**src/csr_defines.svh**
```systemverilog
`ifndef CSR_DEFINES_SVH
`define CSR_DEFINES_SVH

// ----------------------------------------
// timing
// ----------------------------------------
`define CSR_CLK_PERIOD_NS     100
`define CSR_UI_NS             400
`define CSR_CLK_SETTLE_MIN_NS 95
`define CSR_CLK_SETTLE_MAX_NS 300
`define CSR_HS_SETTLE_MIN_NS  (85 + 6 * `CSR_UI_NS)
`define CSR_HS_SETTLE_MAX_NS  (145 + 10 * `CSR_UI_NS)
// least times round up to whole cycles
`define CSR_CLK_SETTLE_CYC    ((`CSR_CLK_SETTLE_MIN_NS + `CSR_CLK_PERIOD_NS - 1) / `CSR_CLK_PERIOD_NS)
`define CSR_HS_SETTLE_CYC     ((`CSR_HS_SETTLE_MIN_NS + `CSR_CLK_PERIOD_NS - 1) / `CSR_CLK_PERIOD_NS)

// ----------------------------------------
// line states and sync pattern
// ----------------------------------------
`define CSR_LP11     2'h3
`define CSR_LP01     2'h1
`define CSR_LP00     2'h0
`define CSR_SYNC     8'hB8

// ----------------------------------------
// error status bits and reset value
// ----------------------------------------
`define CSR_ERR_CTRL 0
`define CSR_ERR_SOT  1
`define CSR_ERR_RST  2'h0

// ----------------------------------------
// video data-type codes
// ----------------------------------------
`define CSR_DT_RGB444   6'h20
`define CSR_DT_RGB555   6'h21
`define CSR_DT_RGB565   6'h22
`define CSR_DT_RGB666   6'h23
`define CSR_DT_RGB888   6'h24
`define CSR_DT_RAW6     6'h28
`define CSR_DT_RAW7     6'h29
`define CSR_DT_RAW8     6'h2A
`define CSR_DT_RAW10    6'h2B
`define CSR_DT_RAW12    6'h2C
`define CSR_DT_RAW14    6'h2D
`define CSR_DT_YUV420_8 6'h18
`define CSR_DT_YUV420_A 6'h19
`define CSR_DT_LEGACY8  6'h1A
`define CSR_DT_YUV420_S 6'h1C
`define CSR_DT_YUV420_T 6'h1D
`define CSR_DT_YUV422_8 6'h1E
`define CSR_DT_YUV422_A 6'h1F
`define CSR_DT_USER_LO  6'h30
`define CSR_DT_USER_HI  6'h37

`endif

```
**src/csr_pkg.sv**
```systemverilog
package csr_pkg;
	typedef enum logic [2:0] {
		LS_STOP,
		LS_REQ,
		LS_BRIDGE,
		LS_HUNT,
		LS_DATA,
		LS_FAULT
	} csr_lane_state_t;

	typedef logic [5:0] csr_dtype_t;
	typedef logic [1:0] csr_lp_t;
endpackage

```
**src/csr_lane_fsm.sv**
```systemverilog
`timescale 1ns/1ps
`include "csr_defines.svh"
module csr_lane_fsm #(
	parameter int        SETTLE_CYC = 1,
	parameter bit        HUNT_SYNC  = 1'b1
) (
	input  wire logic          clk,
	input  wire logic          arst_n,
	input  wire logic          ce,
	input  wire csr_pkg::csr_lp_t lp,
	input  wire logic          hsBit,
	input  wire logic          bitStrobe,
	input  wire logic          allowHs,
	output logic               hsActive,
	output logic [7:0]         laneByte,
	output logic               byteValid,
	output logic               ctrlErr,
	output logic               sotErr
);
	import csr_pkg::*;

	csr_lane_state_t state_q, state_d;
	logic [7:0]      cnt_q, cnt_d;
	logic [7:0]      shift_q, shift_d;
	logic [2:0]      bits_q, bits_d;
	logic [7:0]      shiftNext;

	assign shiftNext = {hsBit, shift_q[7:1]};
	assign hsActive  = (state_q == LS_DATA);
	assign laneByte  = shift_q;

	always_comb
	begin
		state_d   = state_q;
		cnt_d     = cnt_q;
		shift_d   = shift_q;
		bits_d    = bits_q;
		byteValid = 1'b0;
		ctrlErr   = 1'b0;
		sotErr    = 1'b0;
		unique case (state_q)
			LS_STOP:
			begin
				if (lp == `CSR_LP01)
					state_d = LS_REQ;
				else if (lp != `CSR_LP11)
				begin
					ctrlErr = 1'b1;
					state_d = LS_FAULT;
				end
			end
			LS_REQ:
			begin
				cnt_d = '0;
				if (lp == `CSR_LP00)
					state_d = LS_BRIDGE;
				else if (lp == `CSR_LP11)
					state_d = LS_STOP;
				else if (lp != `CSR_LP01)
				begin
					ctrlErr = 1'b1;
					state_d = LS_FAULT;
				end
			end
			LS_BRIDGE:
			begin
				// HS bits are ignored until the settle window has run; LP-11 still aborts at once
				cnt_d   = cnt_q + 8'h01;
				shift_d = '0;
				bits_d  = '0;
				if (lp == `CSR_LP11)
				begin
					ctrlErr = 1'b1;
					state_d = LS_STOP;
				end
				else if (cnt_q >= 8'(SETTLE_CYC - 1) && allowHs)
					state_d = HUNT_SYNC ? LS_HUNT : LS_DATA;
			end
			LS_HUNT:
			begin
				if (lp == `CSR_LP11)
				begin
					sotErr  = 1'b1;
					state_d = LS_STOP;
				end
				else if (bitStrobe)
				begin
					shift_d = shiftNext;
					if (shiftNext == `CSR_SYNC)
						state_d = LS_DATA;
				end
			end
			LS_DATA:
			begin
				if (lp == `CSR_LP11)
					state_d = LS_STOP;
				else if (bitStrobe && HUNT_SYNC)
				begin
					shift_d = shiftNext;
					bits_d  = bits_q + 3'h1;
				end
				byteValid = HUNT_SYNC && (bits_q == 3'h0) && (cnt_q == 8'h01);
				cnt_d     = {7'h00, bitStrobe && (bits_q == 3'h7)};
			end
			LS_FAULT:
			begin
				if (lp == `CSR_LP11)
					state_d = LS_STOP;
			end
			default:
				state_d = LS_FAULT;
		endcase
	end

	always_ff @(posedge clk or negedge arst_n)
	begin
		if (!arst_n)
		begin
			state_q <= LS_STOP;
			cnt_q   <= 8'h00;
			shift_q <= 8'h00;
			bits_q  <= 3'h0;
		end
		else if (ce)
		begin
			state_q <= state_d;
			cnt_q   <= cnt_d;
			shift_q <= shift_d;
			bits_q  <= bits_d;
		end
	end
endmodule

```
**src/csr_rx.sv**
```systemverilog
`timescale 1ns/1ps
`include "csr_defines.svh"
module csr_rx #(
	parameter int LANES = 4
) (
	input  wire logic                 clk,
	input  wire logic                 arst_n,
	input  wire logic                 ce,
	input  wire logic                 linkClk,
	input  wire csr_pkg::csr_lp_t     clkLaneLp,
	input  wire logic [2*LANES-1:0]   dataLaneLp,
	input  wire logic [LANES-1:0]     dataLaneHs,
	input  wire csr_pkg::csr_dtype_t  typeSel,
	input  wire logic                 errClear,
	output logic [63:0]               pixelData,
	output logic                      pixelValid,
	output logic [3:0]                pixelCount,
	output logic                      hsync,
	output logic                      lineOdd,
	output logic                      clkLaneHs,
	output logic [1:0]                errStatus
);
	import csr_pkg::*;

	localparam int SW = 3 + 3 * LANES;
	localparam int AW = 128;

	// ----------------------------------------
	// input synchronisers
	// ----------------------------------------
	logic [SW-1:0] s1_q, s2_q;
	logic          linkPrev_q;
	logic [SW-1:0] rawIn;

	assign rawIn = {dataLaneHs, dataLaneLp, clkLaneLp, linkClk};

	always_ff @(posedge clk or negedge arst_n)
	begin
		if (!arst_n)
		begin
			s1_q       <= '1;
			s2_q       <= '1;
			linkPrev_q <= 1'b1;
		end
		else if (ce)
		begin
			s1_q       <= rawIn;
			s2_q       <= s1_q;
			linkPrev_q <= s2_q[0];
		end
	end

	// both link clock edges carry a bit, one per unit interval
	logic bitStrobe;
	assign bitStrobe = s2_q[0] ^ linkPrev_q;

	// ----------------------------------------
	// lane sequencers
	// ----------------------------------------
	logic             clkActive;
	logic             clkCtrlErr;
	logic [LANES-1:0] laneActive, laneValid, laneCtrlErr, laneSotErr;
	logic [7:0]       laneByte [LANES];

	csr_lane_fsm #(
		.SETTLE_CYC (`CSR_CLK_SETTLE_CYC),
		.HUNT_SYNC  (1'b0)
	) u_clk_lane (
		.clk       (clk),
		.arst_n    (arst_n),
		.ce        (ce),
		.lp        (s2_q[2:1]),
		.hsBit     (1'b0),
		.bitStrobe (bitStrobe),
		.allowHs   (1'b1),
		.hsActive  (clkActive),
		.laneByte  (),
		.byteValid (),
		.ctrlErr   (clkCtrlErr),
		.sotErr    ()
	);

	genvar g;
	generate
		for (g = 0; g < LANES; g++)
		begin : g_lane
			// data lanes only leave settle while the clock lane runs
			csr_lane_fsm #(
				.SETTLE_CYC (`CSR_HS_SETTLE_CYC),
				.HUNT_SYNC  (1'b1)
			) u_data_lane (
				.clk       (clk),
				.arst_n    (arst_n),
				.ce        (ce),
				.lp        (s2_q[3+2*g +: 2]),
				.hsBit     (s2_q[3+2*LANES+g]),
				.bitStrobe (bitStrobe),
				.allowHs   (clkActive),
				.hsActive  (laneActive[g]),
				.laneByte  (laneByte[g]),
				.byteValid (laneValid[g]),
				.ctrlErr   (laneCtrlErr[g]),
				.sotErr    (laneSotErr[g])
			);
		end
	endgenerate

	// ----------------------------------------
	// format table
	// ----------------------------------------
	function automatic logic [10:0] fmt(input csr_dtype_t t, input logic odd);
		// returns {pixels[3:0], bits[6:0]}
		unique case (t)
			`CSR_DT_RGB444:   fmt = {4'h4, 7'h30};
			`CSR_DT_RGB555:   fmt = {4'h4, 7'h3C};
			`CSR_DT_RGB565:   fmt = {4'h4, 7'h40};
			`CSR_DT_RGB666:   fmt = {4'h3, 7'h36};
			`CSR_DT_RGB888:   fmt = {4'h2, 7'h30};
			`CSR_DT_RAW6:     fmt = {4'h8, 7'h30};
			`CSR_DT_RAW7:     fmt = {4'h8, 7'h38};
			`CSR_DT_RAW8:     fmt = {4'h8, 7'h40};
			`CSR_DT_RAW10:    fmt = {4'h4, 7'h28};
			`CSR_DT_RAW12:    fmt = {4'h4, 7'h30};
			`CSR_DT_RAW14:    fmt = {4'h4, 7'h38};
			`CSR_DT_YUV420_8,
			`CSR_DT_YUV420_S: fmt = odd ? {4'h8, 7'h40} : {4'h4, 7'h40};
			`CSR_DT_YUV420_A,
			`CSR_DT_YUV420_T: fmt = odd ? {4'h4, 7'h28} : {4'h2, 7'h28};
			`CSR_DT_LEGACY8:  fmt = {4'h4, 7'h30};
			`CSR_DT_YUV422_8: fmt = {4'h4, 7'h40};
			`CSR_DT_YUV422_A: fmt = {4'h2, 7'h28};
			default:
				if (t >= `CSR_DT_USER_LO && t <= `CSR_DT_USER_HI)
					fmt = {4'h8, 7'h40};
				else
					fmt = {4'h8, 7'h40};
		endcase
	endfunction

	// ----------------------------------------
	// pixel packer
	// ----------------------------------------
	logic [AW-1:0]  acc_q, acc_d;
	logic [7:0]     fill_q, fill_d;
	csr_dtype_t     type_q, type_d;
	logic           hsync_q, hsync_d, odd_q, odd_d;
	logic [63:0]    pix_q, pix_d;
	logic           pv_q, pv_d;
	logic [3:0]     pc_q, pc_d;

	always_comb
	begin
		logic [10:0]   f;
		logic [AW-1:0] mask;
		logic [AW-1:0] add;
		logic [7:0]    addBits;
		f       = fmt(type_q, odd_q);
		mask    = '0;
		add     = '0;
		addBits = 8'h00;
		acc_d   = acc_q;
		fill_d  = fill_q;
		pix_d   = pix_q;
		pv_d    = 1'b0;
		pc_d    = pc_q;
		hsync_d = |laneActive;
		odd_d   = odd_q;
		// selector is only taken between lines
		type_d  = hsync_q ? type_q : typeSel;
		if (hsync_q && !hsync_d)
			odd_d = !odd_q;
		if (fill_q >= {1'b0, f[6:0]})
		begin
			mask  = ~({AW{1'b1}} << f[6:0]);
			pix_d = 64'(acc_q & mask);
			pv_d  = 1'b1;
			pc_d  = f[10:7];
			acc_d = acc_q >> f[6:0];
			fill_d = fill_q - {1'b0, f[6:0]};
		end
		for (int i = 0; i < LANES; i++)
			if (laneValid[i] && (laneValid & ((LANES'(1) << i) - LANES'(1))) ==
				((LANES'(1) << i) - LANES'(1)))
			begin
				add     = add | (AW'(laneByte[i]) << addBits);
				addBits = addBits + 8'h08;
			end
		acc_d  = acc_d | (add << fill_d);
		fill_d = fill_d + addBits;
		// a line that ends drops its partial pixel word
		if (!hsync_d)
		begin
			acc_d  = '0;
			fill_d = 8'h00;
		end
	end

	always_ff @(posedge clk or negedge arst_n)
	begin
		if (!arst_n)
		begin
			acc_q   <= '0;
			fill_q  <= 8'h00;
			type_q  <= `CSR_DT_RAW8;
			hsync_q <= 1'b0;
			odd_q   <= 1'b1;
			pix_q   <= 64'h0;
			pv_q    <= 1'b0;
			pc_q    <= 4'h0;
		end
		else if (ce)
		begin
			acc_q   <= acc_d;
			fill_q  <= fill_d;
			type_q  <= type_d;
			hsync_q <= hsync_d;
			odd_q   <= odd_d;
			pix_q   <= pix_d;
			pv_q    <= pv_d;
			pc_q    <= pc_d;
		end
	end

	// ----------------------------------------
	// error status and lane flags
	// ----------------------------------------
	logic [1:0] err_q, err_d;
	logic       clkHs_q, clkHs_d;

	always_comb
	begin
		err_d = errClear ? `CSR_ERR_RST : err_q;
		// a new error in the clear cycle still lands
		if (clkCtrlErr || |laneCtrlErr)
			err_d[`CSR_ERR_CTRL] = 1'b1;
		if (|laneSotErr)
			err_d[`CSR_ERR_SOT] = 1'b1;
		clkHs_d = clkActive;
	end

	always_ff @(posedge clk or negedge arst_n)
	begin
		if (!arst_n)
		begin
			err_q   <= `CSR_ERR_RST;
			clkHs_q <= 1'b0;
		end
		else if (ce)
		begin
			err_q   <= err_d;
			clkHs_q <= clkHs_d;
		end
	end

	assign pixelData  = pix_q;
	assign pixelValid = pv_q;
	assign pixelCount = pc_q;
	assign hsync      = hsync_q;
	assign lineOdd    = odd_q;
	assign clkLaneHs  = clkHs_q;
	assign errStatus  = err_q;
endmodule

```
**config.mk**
```make
export PLATFORM = sky130hd
export DESIGN_NAME = csr_rx
export DESIGN_NICKNAME = d
export VERILOG_FILES = /design/src/csr_pkg.sv /design/src/csr_lane_fsm.sv /design/src/csr_rx.sv
export VERILOG_INCLUDE_DIRS = /design/src
export SDC_FILE = /design/constraint.sdc
export NUM_CORES = 1
export LEC_CHECK = 0
export ABC_CLOCK_PERIOD_IN_PS = 8600
export BUFFER_PORTS_ARGS = -buffer_cell sky130_fd_sc_hd__buf_2
export CELL_PAD_IN_SITES_DETAIL_PLACEMENT = 1
export CELL_PAD_IN_SITES_GLOBAL_PLACEMENT = 1
export CORE_MARGIN = 4
export CORE_UTILIZATION = 52
export CTS_CLUSTER_SIZE = 12
export DETAILED_ROUTE_END_ITERATION = 8
export PLACE_DENSITY_LB_ADDON = 0.3
export SLEW_MARGIN = 20
export SYNTH_ARGS = -nofsm -noshare
export SYNTH_HDL_FRONTEND = slang
export SYNTH_SLANG_ARGS = --single-unit
export TNS_END_PERCENT = 1
```
**constraint.sdc**
```tcl
create_clock -name clk -period 8.6 [get_ports clk]
set_input_delay 1.72 -clock clk [delete_from_list [all_inputs] [get_ports clk]]
set_output_delay 1.72 -clock clk [all_outputs]
set_load 0.03 [all_outputs]
```
Word-level counts from Yosys, hierarchy flattened
Index checks and enable logic that the tools add are counted.
{"block": "word_totals", "regBits": 346, "inputBits": 25, "wordCells": 422, "output_inout_bits": 74}
{"block": "op_classes", "eq_ne": 120, "n_addsub": 14, "n_shift": 6, "n_lt_le_gt_ge": 6, "mux": 148, "n_reduce_logical": 88, "bitwise_logic": 8}
{"cell": "128-bit 2-to-1 mux", "n": 5}
{"cell": "128-bit bitwise OR", "n": 4}
{"cell": "8-bit by 8-bit << shifter with 128-bit output", "n": 3}
{"cell": "3-bit 2-to-1 mux", "n": 60}
{"cell": "11-bit case mux with 12 select lines", "n": 1}
{"cell": "128-bit by 7-bit << shifter with 64-bit output (first input constant)", "n": 1}
{"cell": "128-bit by 8-bit << shifter with 128-bit output", "n": 1}
{"cell": "128-bit by 7-bit >> shifter with 128-bit output", "n": 1}
{"cell": "8-bit 2-to-1 mux", "n": 14}
{"cell": "8-bit case mux with 3 select lines", "n": 4}
{"cell": "8-bit case mux with 2 select lines", "n": 5}
{"cell": "64-bit bitwise AND", "n": 1}
{"cell": "64-bit inverter", "n": 1}
{"cell": "6-bit equality test (second input constant)", "n": 10}
{"cell": "3-bit case mux with 5 select lines", "n": 4}
{"cell": "3-bit equality test (second input constant)", "n": 15}
{"cell": "3-bit by 1-bit != test with 1-bit output (second input constant)", "n": 15}
{"cell": "6-bit by 5-bit equality test with 1-bit output (second input constant)", "n": 7}
{"cell": "1-bit 2-to-1 mux", "n": 41}
{"cell": "8-bit by 1-bit adder with 8-bit output (second input constant)", "n": 5}
{"cell": "8-bit by 1-bit equality test with 1-bit output (second input constant)", "n": 4}
{"cell": "8-bit equality test (second input constant)", "n": 4}
{"cell": "8-bit by 5-bit >= comparator with 1-bit output (second input constant)", "n": 4}
{"cell": "2-bit != test (second input constant)", "n": 16}
{"cell": "other kinds (36)", "n": 164}

Longest topological paths before layout
{"block": "depth", "word_depth": 14, "depth_mapped": 25}

Modules after synthesis
Synthesis repeated with hierarchy kept, for this count alone.
{"block": "hier_totals", "cells_unflattened": 2818, "hier_area_um2": 25235.5}
{"mod": "csr_rx", "seq_area_each_um2": 6199.7, "instances": 1, "cells_per_inst": 2076, "area_per_inst_um2": 18474.0}
{"mod": "csr_lane_fsm at g_lane[0].u_data_lane ...", "seq_area_each_um2": 550.5, "instances": 3, "cells_per_inst": 165, "area_per_inst_um2": 1496.4}
{"mod": "csr_lane_fsm at g_lane[3].u_data_lane", "seq_area_each_um2": 550.5, "instances": 1, "cells_per_inst": 165, "area_per_inst_um2": 1517.7}
{"mod": "csr_lane_fsm at u_clk_lane", "seq_area_each_um2": 275.3, "instances": 1, "cells_per_inst": 82, "area_per_inst_um2": 754.5}

Worst setup path before layout
OpenSTA, ideal clock, no wires.
{"block": "synth_timing", "path_kind": "reg2reg", "startpoint": "reg type_q[1]", "endpoint": "reg fill_q[7]", "arrival_ns": 5.192, "path_stages_with_launch": 25, "setup_ns": 0.121, "required_time_ns": 8.479, "slack_ns": 3.287, "path_buffers": 7, "cell_sequence": "dfstp_2 > buf_2 > nor2b_1 > nor2_1 > o21a_1 > buf_2 > inv_2 > buf_2 > clkbuf_1 > clkbuf_1 > ha_1 > nand3_2 > o21bai_4 > a21oi_4 > nor2_1 > a21oi_2 > inv_2 > buf_2 > buf_1 > ha_1 > fa_1 > a21o_1 > a21oi_1 > xor2_1 > a22o_1"}
{"block": "synth_between", "elab_chain_cells": 7, "word_cells_on_any_way": 27, "classes_between": "2 x add/sub; 1 x order compare; 17 x eq/ne; 3 x mux; 4 x reduce/logical"}
{"item": "from (decl)", "line_no": "csr_rx.sv:145", "source": "csr_dtype_t type_q, type_d;"}
{"item": "from (signal assigned)", "line_no": "csr_rx.sv:204", "source": "type_q <= `CSR_DT_RAW8;"}
{"item": "from (signal assigned)", "line_no": "csr_rx.sv:215", "source": "type_q <= type_d;"}
{"item": "6-bit by 5-bit equality test with 1-bit output or 6-bit equality test (tied branches)", "line_no": "csr_rx.sv:113", "source": "unique case (t)"}
{"item": "3-bit OR reduction (no line) (tied with other cells)"}
{"item": "11-bit case mux with 12 select lines *", "line_no": "csr_rx.sv:113"}
{"item": "8-bit by 7-bit subtractor with 8-bit output or 8-bit by 7-bit >= comparator with 1-bit output (tied branches)", "line_no": "csr_rx.sv:179, csr_rx.sv:172"}
{"item": "8-bit 2-to-1 mux *", "line_no": "csr_rx.sv:172", "source": "if (fill_q >= {1'b0, f[6:0]})"}
{"item": "8-bit adder *", "line_no": "csr_rx.sv:189", "source": "fill_d = fill_d + addBits;"}
{"item": "8-bit 2-to-1 mux *", "line_no": "csr_rx.sv:191", "source": "if (!hsync_d)"}
{"item": "to (signal assigned)", "line_no": "csr_rx.sv:214", "source": "fill_q <= fill_d;"}
{"item": "to (decl)", "line_no": "csr_rx.sv:144", "source": "logic [7:0] fill_q, fill_d;"}
Mark *: on every way between the ends. The rest lies on a longest branch, timed or not.
A chain may end at the register's enable or synchronous reset.

Final worst setup path
{"block": "layout_timing", "startpoint": "reg type_q[1]", "endpoint": "reg acc_q[55]"}
{"block": "layout_between", "elab_chain_cells": 8, "word_cells_on_any_way": 30, "classes_between": "1 x add/sub; 1 x order compare; 17 x eq/ne; 2 x shift; 4 x mux; 1 x bitwise; 4 x reduce/logical"}
{"item": "6-bit by 5-bit equality test with 1-bit output or 6-bit equality test (tied branches)", "line_no": "csr_rx.sv:113"}
{"item": "3-bit OR reduction (no line) (tied with other cells)"}
{"item": "11-bit case mux with 12 select lines *", "line_no": "csr_rx.sv:113"}
{"item": "8-bit by 7-bit subtractor with 8-bit output or 8-bit by 7-bit >= comparator with 1-bit output (tied branches)", "line_no": "csr_rx.sv:179, csr_rx.sv:172"}
{"item": "8-bit 2-to-1 mux", "line_no": "csr_rx.sv:172"}
{"item": "128-bit by 8-bit << shifter with 128-bit output", "line_no": "csr_rx.sv:188", "source": "acc_d = acc_d | (add << fill_d);"}
{"item": "128-bit bitwise OR *", "line_no": "csr_rx.sv:188"}
{"item": "128-bit 2-to-1 mux *", "line_no": "csr_rx.sv:191"}
{"item": "to (signal assigned)", "line_no": "csr_rx.sv:202", "source": "acc_q <= '0;"}
{"item": "to (signal assigned)", "line_no": "csr_rx.sv:213", "source": "acc_q <= acc_d;"}
{"item": "to (decl)", "line_no": "csr_rx.sv:143", "source": "logic [AW-1:0] acc_q, acc_d;"}
Marked as above.

==> impl_metrics.json <==
{
  "ant_nets": 0,
  "final_cell_mix": "362 x nand2_1, 321 x o21ai_0, 302 x dfrtp_1, 249 x nor2_1, 203 x a21oi_1",
  "relSlewSlack": 0.1975,
  "port_buffers": 98,
  "grt_antenna_before_repair": 1,
  "cp.arrival_ns": 6.97,
  "grt_pass1_wl_um": 170800,
  "post_cts_buffers": 0,
  "dieWidth_um": 223.3,
  "synth_area_per_cell_sq_um": 8.346,
  "ys_seq_elements": 337,
  "r2r_slack_ns": 2.09,
  "synth_fa_ha_area_frac": 0.03281,
  "area_growth_syn_to_layout_pct": 9.598,
  "dp_hpwl_um": 81440,
  "fmax_mhz": 153.6,
  "grt.total_usage": 0.4462,
  "hold_class": "flop to flop",
  "crit_fanout": 45,
  "synth_ff_type": "dfrtp_1",
  "synth_xor_area_frac": 0.006177,
  "syn_nets": 2975,
  "num_vias": 25602,
  "synth_top_area_share": 0.3135,
  "synthCells": 2888,
  "cts_tree": "built",
  "grt-ovfl-total": 0,
  "synth_compound_area_frac": 0.2714,
  "htree_levels": 2,
  "die_area_sq_um": 49860,
  "clock_sinks": 337,
  "cts_hold_buf": 0,
  "yosys-mux-area-fraction": 0.1215,
  "end_kind": "flop",
  "gp_congestion": 1.072,
  "finalSetupViolCount": 0,
  "fin_setup_tns_ns": 0,
  "rows": 78,
  "required_ns": 9.06,
  "drc": 0,
  "status": "finished, final reports clean",
  "synth_area_sq_um": 24100,
  "drt_iter0_drc": 3576,
  "drive_above_1_share": 0.1508,
  "fin_worst_skew_ns": 0.009093,
  "start_util": 0.5289,
  "synth_enable_flop_cells": 0,
  "die_h_um": 223.3,
  "slew_violations": 0,
  "ys_async_sr_fraction": 1.000,
  "cp-start-kind": "flop",
  "min_from": "pixelCount[3]",
  "grt_max_degree": 165,
  "final_common_cell": "nand2_1",
  "first_pass_iters": 8,
  "post-route-util": 0.5796,
  "fin_crit_sh": 0.7571,
  "nNetsFinal": 2967,
  "root_buffer": "clkbuf_16",
  "ys_warn_count": 0,
  "routed_via_density": 7.290,
  "cts_repair_resize_count": 0,
  "path_clk_slew_ns": 0.06,
  "synth_top_family_by_area": "compound AO/OA/AOI/OAI gates",
  "cp-startpoint": "type_q[1]",
  "wl_um": 114300,
  "io_pins": 99,
  "synth-simple-area-share": 0.1689,
  "wl_per_cell_um": 32.55,
  "ys_types": 109,
  "worstMarginPinSlew_ns": 1.195,
  "period_minus_slack_ns": 6.511,
  "r2r_start": "type_q[1]",
  "rsz0062_at_grt": "false",
  "critical_path_class": "flop to flop",
  "insertion_delay_ns": 0.59,
  "synth-seq-area-share": 0.3517,
  "grt_pass1_vias": 26021,
  "hold_viol": 0,
  "cts_buffer_depth": 3,
  "yosys.area.top_type": "dfrtp_1",
  "coreArea_sq_um": 45580,
  "maxCapViolCount": 0,
  "cts_buffers": 40,
  "ys_top_cells_by_area": "dfrtp_1 31%, o21ai_0 6.7%, mux2i_1 6.2%"
}
## final cells by class
| class | count | area, sq um |
|---|---|---|
| Antenna cell | 1 | 2.502 |
| Multi-Input combinational cell | 2280 | 14570 |
| Clock buffer | 63 | 1229 |
| Inverter | 63 | 236.5 |
| Tap cell | 600 | 750.7 |
| Sequential cell | 337 | 8481 |
| Clock inverter | 10 | 165.2 |
| Timing Repair Buffer | 158 | 988.4 |
| Fill cell | 5337 | 19160 |
## metal layers
metal | GRT usage | vias up | wire length [um]
li1 | - | 10644 | -
met1 | 0.5662 | 12776 | 43220
met2 | 0.6875 | 1703 | 50380
met3 | 0.1000 | 479 | 11340
met4 | 0.2897 | 0 | 9380
met5 | 0 | - | 0
## path summary, 6_finish.rpt
path	endpoint	depth (start not counted)
worst max-delay path	acc_q[55]	16
worst min-delay path	pixelCount[3]	2
worst max register to register	acc_q[55]	16
worst min register to register	pixelCount[3]	2
max in group asynchronous	u_clk_lane.state_q[1]	2
min in group asynchronous	pixelData[56]	1
## critical path, cell delays in order, from the launching register on
cell,delay (ns)
dfstp_4,0.96
nor2b_1,0.32
nor2_1,0.09
o21a_2,0.23
inv_2,0.40
ha_1,0.40
nand3_2,0.13
o21bai_4,0.16
a21o_1,0.47
nand2_4,0.42
mux2i_4,0.33
inv_2,0.68
nor2_1,0.11
a2111oi_0,0.92
o221ai_1,0.35
a211oi_1,0.28
nor2_1,0.09
## state kept, by name (all words and copies together), names as in the netlist
register                     flops
s1_q                            15
s2_q                            15
lineOdd                          1
errStatus                        2
g_lane.u_data_lane.cnt_q        32
clkLaneHs                        1
pixelValid                       1
u_clk_lane.state_q               3
acc_q                          128
hsync                            1
pixelData                       64
g_lane.u_data_lane.bits_q       12
g_lane.u_data_lane.state_q      12
linkPrev_q                       1
pixelCount                       4
type_q                           6
g_lane.u_data_lane.laneByte     32
fill_q                           7
## kinds of logic (layout without fill, tap and decap cells)
kind of cell               after synthesis  count (layout)
buffers and inverters                  271             294
xor gates and xnor gates                17              17
muxes                                  273             273
other                                    1               2
and+or+nand+nor                        907             907
AOI/OAI and AO/OA                     1020            1020
adders and majority gates               62              62
DFF                                    337             337
## synth_stat cells (all sizes together), types with 26 or more instances
library cell  count
nand2           367
o21ai           362
dfrtp           302
nor2            253
a21oi           210
mux2i           153
mux2            117
clkbuf          112
buf              96
nand3            92
nor3             66
inv              63
ha               60
a22oi            58
o211ai           47
a22o             41
a211oi           36
a31oi            36
dfstp            35
o22ai            26
## metrics by stage
step	setup slack (ns)	cell area [sq um]	std cells	hold slack [ns]
floorplan	3.287	24100	2888	0.4460
global placement	2.551	25000	3436	0.4613
detailed placement	2.404	25020	3438	0.4660
CTS	2.304	26410	3511	0.4789
global route	1.990	26420	3511	0.5086
finish	2.089	26420	3512	0.4771
Power is not shown: default switching activity piles up to over one toggle a cycle in this logic, so the estimate is an artifact.
